`config.mk`:
```
export PLATFORM = sky130hd
export DESIGN_NAME = dac_output_gain_regs
export DESIGN_NICKNAME = d
export VERILOG_FILES = /design/src/gain_regs_pkg.sv /design/src/dac_output_gain_regs.sv
export SDC_FILE = /design/constraint.sdc
export NUM_CORES = 1
export LEC_CHECK = 0
export ABC_AREA = 1
export BUFFER_PORTS_ARGS = -buffer_cell sky130_fd_sc_hd__buf_4
export CORE_MARGIN = 2
export CORE_UTILIZATION = 43
export DETAILED_ROUTE_END_ITERATION = 10
export PLACE_DENSITY = 0.7
export SLEW_MARGIN = 20
export SYNTH_ARGS = -nofsm -noshare
export SYNTH_HDL_FRONTEND = slang
export SYNTH_SLANG_ARGS = --single-unit
```
`constraint.sdc`:
```
create_clock -name mclk_in -period 1.8 [get_ports mclk_in]
set_input_delay 0.36 -clock mclk_in [delete_from_list [all_inputs] [get_ports mclk_in]]
set_output_delay 0.36 -clock mclk_in [all_outputs]
set_load 0.02 [all_outputs]
```
`src/gain_regs_pkg.sv`:
```
// Package with register map, field layout, reset values and gain-stage constants.
// ****************************************************************************
// Behaviour
// RULE_01: Mute bit one mutes channel, zero enables.
// RULE_02: Gain code steps 1.5 dB, code 8 unity.
// RULE_03: Top bit clear analog only; set adds digital.
// RULE_04: First converter register resets to 0x8888.
// RULE_05: Reset, power-down pin or global power-down force default.
// RULE_06: First register also held by analog/conv1 enable low.
// RULE_07: Software writes zero to reserved bits 14, 6.
// RULE_08: Second register fields: mute, reserved, gain code.
// RULE_09: Second register also held by analog/conv2 enable low.
// RULE_10: Reads return held fields, reserved as written.
// ****************************************************************************
package gain_regs_pkg;
  // Register indices as printed; byte address is four times the index.
  localparam logic [7:0]  CONV1_GAIN_IDX   = 8'h09;
  localparam logic [7:0]  CONV2_GAIN_IDX   = 8'h0a;
  localparam logic [7:0]  CONTROL_IDX      = 8'h1b;
  localparam logic [31:0] CONV1_GAIN_ADDR  = {22'h0, CONV1_GAIN_IDX, 2'h0};
  localparam logic [31:0] CONV2_GAIN_ADDR  = {22'h0, CONV2_GAIN_IDX, 2'h0};
  localparam logic [31:0] CONTROL_ADDR     = {22'h0, CONTROL_IDX, 2'h0};
  localparam logic [15:0] CONV1_GAIN_RESET = 16'h8888;
  localparam logic [15:0] CONV2_GAIN_RESET = 16'h8888;
  // Control bits of the block's own control register.
  localparam int          GLOBAL_PD_BIT    = 0;
  localparam int          ANALOG_EN_BIT    = 1;
  localparam int          CONV1_EN_BIT     = 2;
  localparam int          CONV2_EN_BIT     = 3;
  localparam logic [3:0]  CONTROL_RESET    = 4'he;
  // Field layout.
  localparam int          LEFT_MUTE_BIT    = 15;
  localparam int          LEFT_GAIN_LSB    = 8;
  localparam int          RIGHT_MUTE_BIT   = 7;
  localparam int          RIGHT_GAIN_LSB   = 0;
  localparam int          GAIN_W           = 6;
  // Gain stage: analog part saturates at this code, beyond it digital steps.
  localparam logic [5:0]  ANALOG_MAX_CODE  = 6'h1f;
  localparam logic [5:0]  DIGITAL_FLAG     = 6'h20;
  localparam logic [1:0]  HTRANS_NONSEQ    = 2'h2;
  localparam logic [2:0]  HSIZE_WORD       = 3'h2;
endpackage : gain_regs_pkg
```
`src/dac_output_gain_regs.sv`:
```
// AHB-Lite register bank holding converter output gain and mute controls.
//
// The AHB-Lite register port is this design's own decision.
`timescale 1ns/10ps
module dac_output_gain_regs (
  input  wire logic        mclk_in,
  input  wire logic        reset_in,
  input  wire logic        reset_pin_n_in,
  input  wire logic        powerdown_pin_n_in,
  input  wire logic        hsel_in,
  input  wire logic [31:0] haddr_in,
  input  wire logic [1:0]  htrans_in,
  input  wire logic        hwrite_in,
  input  wire logic [2:0]  hsize_in,
  input  wire logic [31:0] hwdata_in,
  input  wire logic        hready_in,
  output logic      [31:0] hrdata_out,
  output logic             hreadyout_out,
  output logic             hresp_out,
  output logic      [3:0]  mute_out,
  output logic      [5:0]  analog_code_out [4],
  output logic      [5:0]  digital_code_out [4]
);
  // ****************************************************************************
  // Pin synchronisers
  // ****************************************************************************
  logic [1:0]  rst_sync_q;
  logic [1:0]  rst_sync_d;
  logic [1:0]  pd_sync_q;
  logic [1:0]  pd_sync_d;
  // Both stages clear in reset, so the pins count as asserted until two edges
  // after release; the gain registers stay at default for that long.
  always_comb begin
    rst_sync_d = {rst_sync_q[0], reset_pin_n_in};
    pd_sync_d  = {pd_sync_q[0], powerdown_pin_n_in};
  end
  always_ff @(posedge mclk_in) begin
    if (reset_in) begin
      rst_sync_q <= 2'h0;
      pd_sync_q  <= 2'h0;
    end else begin
      rst_sync_q <= rst_sync_d;
      pd_sync_q  <= pd_sync_d;
    end
  end

  // ****************************************************************************
  // Bus address phase capture
  // ****************************************************************************
  logic        wr_pend_q;
  logic        wr_pend_d;
  logic        rd_pend_d;
  logic [31:0] addr_q;
  logic [31:0] addr_d;
  logic        take;
  // Only whole-word transfers are decoded; narrower ones answer OKAY and change nothing.
  // The address is kept because the write data arrive one cycle after it.
  always_comb begin
    take      = hsel_in && hready_in && (htrans_in == gain_regs_pkg::HTRANS_NONSEQ)
                && (hsize_in == gain_regs_pkg::HSIZE_WORD);
    wr_pend_d = take && hwrite_in;
    rd_pend_d = take && !hwrite_in;
    addr_d    = take ? haddr_in : addr_q;
  end
  always_ff @(posedge mclk_in) begin
    if (reset_in) begin
      wr_pend_q <= 1'b0;
      addr_q    <= 32'h0;
    end else begin
      wr_pend_q <= wr_pend_d;
      addr_q    <= addr_d;
    end
  end

  // ****************************************************************************
  // Registers
  // ****************************************************************************
  // The control word keeps only the power-down and enable bits that this bank obeys.
  logic [3:0]  ctrl_q;
  logic [3:0]  ctrl_d;
  logic [15:0] conv1_q;
  logic [15:0] conv1_d;
  logic [15:0] conv2_q;
  logic [15:0] conv2_d;
  logic        wr_ctrl;
  logic        wr_conv1;
  logic        wr_conv2;
  logic        common_hold;
  logic        conv1_hold;
  logic        conv2_hold;
  always_comb begin
    wr_ctrl     = wr_pend_q && (addr_q == gain_regs_pkg::CONTROL_ADDR);
    wr_conv1    = wr_pend_q && (addr_q == gain_regs_pkg::CONV1_GAIN_ADDR);
    wr_conv2    = wr_pend_q && (addr_q == gain_regs_pkg::CONV2_GAIN_ADDR);
    // Common hold conditions follow the reset pin, power-down pin and global bit.
    common_hold = !rst_sync_q[1] || !pd_sync_q[1]
                  || ctrl_q[gain_regs_pkg::GLOBAL_PD_BIT]; // [RULE_05]
    conv1_hold  = common_hold || !ctrl_q[gain_regs_pkg::ANALOG_EN_BIT]
                  || !ctrl_q[gain_regs_pkg::CONV1_EN_BIT]; // [RULE_06]
    // The second converter also loses its setting when the analog channels power down.
    conv2_hold  = common_hold || !ctrl_q[gain_regs_pkg::ANALOG_EN_BIT]
                  || !ctrl_q[gain_regs_pkg::CONV2_EN_BIT]; // [RULE_09]
  end
  always_comb begin
    ctrl_d  = ctrl_q;
    conv1_d = conv1_q;
    conv2_d = conv2_q;
    if (wr_ctrl) begin
      ctrl_d = hwdata_in[3:0];
    end
    // Reserved bits are stored as written; software keeps them zero.
    if (wr_conv1) begin
      conv1_d = hwdata_in[15:0]; // [RULE_07]
    end
    if (wr_conv2) begin
      conv2_d = hwdata_in[15:0]; // [RULE_08]
    end
    // A hold wins over a write in the same cycle, so a held register reads default.
    if (conv1_hold) begin
      conv1_d = gain_regs_pkg::CONV1_GAIN_RESET; // [RULE_04] [RULE_06]
    end
    if (conv2_hold) begin
      conv2_d = gain_regs_pkg::CONV2_GAIN_RESET; // [RULE_09]
    end
  end
  always_ff @(posedge mclk_in) begin
    if (reset_in) begin
      ctrl_q  <= gain_regs_pkg::CONTROL_RESET;
      conv1_q <= gain_regs_pkg::CONV1_GAIN_RESET; // [RULE_04]
      conv2_q <= gain_regs_pkg::CONV2_GAIN_RESET;
    end else begin
      ctrl_q  <= ctrl_d;
      conv1_q <= conv1_d;
      conv2_q <= conv2_d;
    end
  end

  // ****************************************************************************
  // Read data
  // ****************************************************************************
  logic [31:0] rdata_d;
  // Read data come from the next-state values, so a read that directly follows a
  // write to the same register already returns the new word.
  always_comb begin
    rdata_d = 32'h0;
    if (rd_pend_d) begin
      unique case (haddr_in)
        gain_regs_pkg::CONV1_GAIN_ADDR: rdata_d = {16'h0, conv1_d}; // [RULE_10]
        gain_regs_pkg::CONV2_GAIN_ADDR: rdata_d = {16'h0, conv2_d}; // [RULE_10]
        gain_regs_pkg::CONTROL_ADDR:    rdata_d = {28'h0, ctrl_d};
        default:                        rdata_d = 32'h0;
      endcase
    end
  end
  always_ff @(posedge mclk_in) begin
    if (reset_in) begin
      hrdata_out <= 32'h0;
    end else begin
      hrdata_out <= rdata_d;
    end
  end

  // ****************************************************************************
  // Gain split into analog and digital stages, per channel
  // ****************************************************************************
  // Channel order: 0 left conv1, 1 right conv1, 2 left conv2, 3 right conv2.
  logic [15:0] chan_reg [4];
  logic [5:0]  ana_d [4];
  logic [5:0]  dig_d [4];
  logic [3:0]  mute_d;
  // Both channels of a converter read the same register word.
  assign chan_reg[0] = conv1_d;
  assign chan_reg[1] = conv1_d;
  assign chan_reg[2] = conv2_d;
  assign chan_reg[3] = conv2_d;
  genvar ch;
  generate
    for (ch = 0; ch < 4; ch++) begin : g_chan
      localparam int MB = (ch % 2 == 0) ? gain_regs_pkg::LEFT_MUTE_BIT
                                        : gain_regs_pkg::RIGHT_MUTE_BIT;
      localparam int GL = (ch % 2 == 0) ? gain_regs_pkg::LEFT_GAIN_LSB
                                        : gain_regs_pkg::RIGHT_GAIN_LSB;
      logic [5:0] code;
      always_comb begin
        code       = chan_reg[ch][GL +: gain_regs_pkg::GAIN_W];
        // A muted channel keeps its gain code, so unmuting restores the level at once.
        mute_d[ch] = chan_reg[ch][MB]; // [RULE_01]
        // Analog code counts 1.5 dB steps below +12 dB; 8 is unity. [RULE_02]
        // Codes past the analog floor need up to 32 digital steps, so the
        // digital step count is six bits wide.
        if ((code & gain_regs_pkg::DIGITAL_FLAG) != 6'h0) begin
          ana_d[ch] = gain_regs_pkg::ANALOG_MAX_CODE; // [RULE_03]
          dig_d[ch] = {1'b0, code[4:0]} + 6'h01;      // [RULE_03]
        end else begin
          ana_d[ch] = code;
          dig_d[ch] = 6'h00;
        end
      end
      always_ff @(posedge mclk_in) begin
        if (reset_in) begin
          mute_out[ch]         <= 1'b1;
          analog_code_out[ch]  <= 6'h08;
          digital_code_out[ch] <= 6'h00;
        end else begin
          mute_out[ch]         <= mute_d[ch];
          analog_code_out[ch]  <= ana_d[ch];
          digital_code_out[ch] <= dig_d[ch];
        end
      end
    end
  endgenerate

  // ****************************************************************************
  // Bus response
  // ****************************************************************************
  // Every register answers from its next-state value within the address-phase cycle, so the
  // slave never needs a wait state and never reports an error.
  always_ff @(posedge mclk_in) begin
    if (reset_in) begin
      hreadyout_out <= 1'b1;
      hresp_out     <= 1'b0;
    end else begin
      hreadyout_out <= 1'b1;
      hresp_out     <= 1'b0;
    end
  end
endmodule : dac_output_gain_regs

```
# Yosys cells after proc, flatten, opt, wreduce, memory -nomap -nowiden

Cells that the tools add are included.

Add/subtract/negate cells: 4
Equality and inequality tests: 8
Muxes and demuxes: 10
Bitwise operators: 5
Reductions and logical operators: 28

Operators with widths:

| cell                                                             | number |
|---|---|
| 32-bit by 6-bit == test with 1-bit output, second input constant | 4 |
| 32-bit by 7-bit == test with 1-bit output, second input constant | 2 |
| 16-bit two-way mux                                               | 4 |
| 16-bit one-hot mux with 3 select lines                           | 1 |
| 5-bit by 1-bit adder with 6-bit output, second input constant    | 4 |
| 5-bit two-way mux                                                | 4 |
| 2-bit OR reduction                                               | 9 |
| 1-bit logical AND                                                | 8 |
| 1-bit zero test                                                  | 6 |
| 1-bit logical OR                                                 | 5 |
| 1-bit NOT                                                        | 5 |
| 4-bit two-way mux                                                | 1 |
| 3-bit by 2-bit == test with 1-bit output, second input constant  | 1 |
| 2-bit == test, second input constant                             | 1 |

Bits in registers: 157
Bits of input ports: 76
Output and inout bits: 86
Word-level logic and storage cells: 79

# Longest topological paths before layout

Word-level depth: 8
Depth in mapped cells: 17
Gate-level depth less buffers: 16

# Worst setup path before layout

OpenSTA, ideal clock, no wires.

Path kind: reg-to-reg
From: register addr_q[4]
To: register digital_code_out[22] (netlist bit)
Setup time: 0.115 ns
Arrival time: 1.751 ns
Required time: 1.685 ns
Path slack: -0.066 ns
Stages on the path, launching flop included: 17
Path buffers: 1
Period minus slack after synthesis: 1.866 ns
Cell sequence: dfxtp_1 inv_2 nand2_1 nor2_2 nand3_1 nor2_4 nand2_4 buf_6 nand2_2 nand3_2 inv_1 ha_1 inv_1 nor2_1 nand3_1 nand2_1 nor2_1

Elaborated cells between the ends (all ways): 7
Classes of those cells: add/sub (1); eq/ne (1); mux (2); bitwise (1); reduce/logical (2)

RTL lines:

| what                                      | line                        | text |
|---|---|---|
| start, declared                           | dac_output_gain_regs.sv:53  | `logic [31:0] addr_q;` |
| start signal, assigned                    | dac_output_gain_regs.sv:71  | `addr_q <= addr_d;` |
| 32-bit by 6-bit == test with 1-bit output | dac_output_gain_regs.sv:93  | `wr_conv1 = wr_pend_q && (addr_q == gain_regs_pkg::CONV1_GAIN_ADDR);` |
| 1-bit logical AND                         | dac_output_gain_regs.sv:93  |  |
| 16-bit two-way mux                        | dac_output_gain_regs.sv:112 | `if (wr_conv1) begin` |
| 16-bit two-way mux                        | dac_output_gain_regs.sv:119 | `if (conv1_hold) begin` |
| net conv1_d[9]                            | dac_output_gain_regs.sv:82  | `logic [15:0] conv1_d;` |
| 5-bit by 1-bit adder with 6-bit output    | dac_output_gain_regs.sv:193 | `dig_d[ch] = {1'b0, code[4:0]} + 6'h01;` |
| end signal, assigned by index             | dac_output_gain_regs.sv:207 | `digital_code_out[ch] <= dig_d[ch];` |
| end, declared                             | dac_output_gain_regs.sv:22  | `output logic [5:0] digital_code_out [4]` |

The timed path passes the listed nets, and every way through them passes these cells.
A chain may end at the register's enable or synchronous reset.

# Final worst setup path

From: register addr_q[19]
To: register digital_code_out[10] (netlist bit)

Elaborated cells between the ends (all ways): 7
Classes of those cells: add/sub (1); eq/ne (1); mux (2); bitwise (1); reduce/logical (2)

RTL lines:

| what                                      | line                        | text |
|---|---|---|
| 32-bit by 6-bit == test with 1-bit output | dac_output_gain_regs.sv:94  | `wr_conv2 = wr_pend_q && (addr_q == gain_regs_pkg::CONV2_GAIN_ADDR);` |
| 1-bit logical AND                         | dac_output_gain_regs.sv:94  |  |
| 16-bit two-way mux                        | dac_output_gain_regs.sv:115 | `if (wr_conv2) begin` |
| 16-bit two-way mux                        | dac_output_gain_regs.sv:122 | `if (conv2_hold) begin` |
| net conv2_d[9]                            | dac_output_gain_regs.sv:84  | `logic [15:0] conv2_d;` |
| 5-bit by 1-bit adder with 6-bit output    | dac_output_gain_regs.sv:193 |  |

The timed path passes the listed nets, and every way through them passes these cells.

==> out/metrics.cfg <==
[status]
status = finished with violations
violations = setup timing

[job]
drv_cap = 0

[clock_network]
path_clk_slew_ns = 0.05
holdBufCountCts = 0
cts_root_buffer = clkbuf_16
cts.sinks = 133
cts_buffers = 17
cts_max_level = 4
cts_buffer_depth = 2
clock_latency_ns = 0.42
cts_tree = yes

[global_route]
overflow = 0
antenna_found_initial = 0
grt_use_total_pct = 20.97
grt_pass1_vias = 5037
grt_first_pass_wirelength_um = 23720
grt_max_degree = 54

[floorplanning]
fp.dieW_um = 119.8
core_um2 = 13190
die-area_um2 = 14360
ios = 162
initial_core_util_pct = 43.73
die_y_um = 119.8
rows = 42

[critical_path]
start_kind = register
slowest_stage = dfxtp_1
rr_startpoint = addr_q[19]$_SDFFE_PP0P_
critical-path-max-stage-delay_ns = 0.29
critPathMostFrequentCell = nand2_1
cp_max_fo = 8
reg2reg_to = digital_code_out[10]$_SDFF_PP0_
end_kind = register
r2r_setup_slack_ns = -0.16
worstPathRequired_ns = 2.16
reg2regPathDepth = 18
cp.arrival_ns = 2.32
path_cells = inv_1 -> nand2_1 -> nor2_2 -> nand2_2 -> nor2_4 -> buf_12 -> nand2_8 -> buf_12 -> nand2_4 -> nand3_4 -> inv_4 -> ha_4 -> inv_2 -> nor2_4 -> nand2_1 -> nand2_1 -> nand2_1 -> nor2_2
crit_type = register to register

[hold_path]
min_from = powerdown_pin_n_in
min_to = pd_sync_q[0]$_SDFF_PP0_
holdCritPathClass = input port to register
worstHoldPathCells = 3

[drt]
routed_wl_um = 15820
vias_per_cell = 4.725
remaining_drc_errors = 0
ant_nets = 0
wl_per_cell_um = 13.44
routed-via-count = 5561
firstDrtPassIters = 7
dr.first_iter.drc_count = 301

[synth]
synth_ff_type = dfxtp_1
syn-instance-count = 766
syn_avg_cell_area_um2 = 7.530
synth_area_um2 = 5768
yosys_warnings = 0
synth_cell_type_count = 34
ys_ff_latch = 133
synth_edf_count = 0
synthArstFlopShare_pct = 0
ys_seq_area_share_pct = 46.16

[finish]
stdcell_count = 1177
final_core_util_pct = 67.45
final_cell_area_um2 = 8897
multi_input_area_um2 = 3085
num_antenna_cells = 0
fin_nets = 1069
fillers = 1028
drive_gt1_share_pct = 45.45
area_growth_syn_to_layout_pct = 54.25
seq_area_um2 = 2676

[placement]
dp.cells = 1118
gp_congestion = 0.8727
dpl_cell_area_um2 = 7428
dp_hpwl_um = 10590
portBuffers = 123

[timing]
rsz0062_at_grt = yes
hold_viol_final = 0
final.setup.worst_slack_ns = -0.1608
clock_skew_ns = 0.005019
fin_crit_ns = 1.961
maxSlewViolCount = 0
fmax_mhz = 510.0
setup_viol = 36
fin_crit_sh_pct = 108.9
tns_ns = -2.871

[power]
power_mw = 6.513
vdd_ir_drop_max_mv = 0.6541
power_per_cell_area_nw_per_um2 = 732.1
p_leak_nw = 3.960

==> worst max-delay path: cells and delay by family, from the launching register on <==
kind | cells | cell delay [ns]
adders and majority gates | 1 | 0.13
buffers and inverters | 5 | 0.48
DFF | 1 | 0.29
and+or+nand+nor | 12 | 0.98
==> Yosys cell counts, drive strengths merged, types with 3 or more instances <==
library cell	instances	share of area (%)
nand3	67	7.3
a21oi	49	4.3
dfxtp	133	46
buf	36	4.7
clkbuf	17	1.1
ha	4	0.87
or2	3	0.33
nor2	137	11
inv	110	7.2
nand2	137	9.8
o21ai	44	3.9
nor3	6	0.87
o211ai	3	0.63
nand4	11	1.2
==> metal layers <==
metal  up-vias  GRT usage (%)  wire length [um]
met3        31          5.133               873
met4         0          8.309               401
met5         -              0                 0
met1      2564          27.67              6741
met2       164          33.07              7806
li1       2802              -                 -
==> registers in the layout, summed over array words and instances, names as in the netlist <==
name / count
addr_q: 32
digital_code_out: 24
analog_code_out: 20
conv1_q: 16
conv2_q: 16
hrdata_out: 16
ctrl_q: 4
pd_sync_q: 2
rst_sync_q: 2
wr_pend_q: 1
==> area by class of cell <==
| type | count | area share, % |
|---|---|---|
| Clock inverter | 9 | 0.9000 |
| Tap cell | 176 | 2.475 |
| Sequential cell | 133 | 30.08 |
| Clock buffer | 22 | 5.217 |
| Timing Repair Buffer | 236 | 21.74 |
| Inverter | 111 | 4.908 |
| Multi-Input combinational cell | 490 | 34.68 |
==> worst max path at each step <==
stage | from | to | slack, ns | depth (start not counted)
2_1_floorplan | addr_q[1]$_SDFFE_PP0P_ | digital_code_out[10]$_SDFF_PP0_ | -0.03 | 16
3_3_place_gp | addr_q[7]$_SDFFE_PP0P_ | digital_code_out[16]$_SDFF_PP0_ | -0.10 | 16
3_5_place_dp | addr_q[16]$_SDFFE_PP0P_ | digital_code_out[10]$_SDFF_PP0_ | -0.16 | 18
4_1_cts | addr_q[28]$_SDFFE_PP0P_ | digital_code_out[4]$_SDFF_PP0_ | -0.15 | 16
5_1_grt | addr_q[22]$_SDFFE_PP0P_ | digital_code_out[10]$_SDFF_PP0_ | -0.27 | 18
6_report | addr_q[19]$_SDFFE_PP0P_ | digital_code_out[10]$_SDFF_PP0_ | -0.16 | 18
==> where the power goes <==
group          switching [mW]  internal, mW
combinational           0.222         0.161
sequential            0.00406          2.96
clock                    1.22          1.95
total                    1.45          5.07
==> cells in the final DEF (no fill, tap or decap), types with 2 or more instances in the layout <==
cell type   count
dfxtp_2        11
o21ai_2         7
clkbuf_8        2
inv_2          24
nand3_1        31
or2_1           3
buf_6          22
a21oi_2         9
inv_4           8
inv_1          79
buf_4         208
nor2_2         19
buf_12          5
conb_1         22
o21a_1          2
a21oi_1        40
nand2_8         3
nand2_4        17
nor3_1          2
nand3_2        18
nand3b_1        2
ha_4            4
o211ai_1        2
nand4_1        11
dfxtp_1       122
o21ai_1         4
clkbuf_16      18
nor2_4         21
nand2_2        24
nor3_2          4
clkinv_2        4
nand3_4        18
o21ai_0        32
nor2_1         96
clkbuf_1        3
clkinvlp_4      4
nand2_1        94
==> cell families (layout without fill, tap and decap cells) <==
| group | Yosys count | in the layout | synth area share, % |
|---|---|---|---|
| compound gates | 98 | 98 | 9.024 |
| flops | 133 | 133 | 46.16 |
| fa+ha+maj | 4 | 4 | 0.8677 |
| other cells | 2 | 22 | 0.1302 |
| buf+inv | 164 | 378 | 13.02 |
| simple gates | 365 | 366 | 30.80 |
==> stage by stage <==
step	worst slack, ns	hold slack, ns
3_3_place_gp	-0.1041	0.3923
5_1_grt	-0.2706	0.1531
2_1_floorplan	-0.02860	0.3883
3_5_place_dp	-0.1577	0.3987
4_1_cts	-0.1493	0.1319
6_report	-0.1608	0.1404
==> repair_timing <==
action                                  CTS  global route
pin swaps                                10            59
cloned                                    1             1
endpoints found under the setup margin   50            72
setup buffers                            10            21
gates resized for setup                  40           157
No activity file was read; power rests on OpenSTA's default activity.
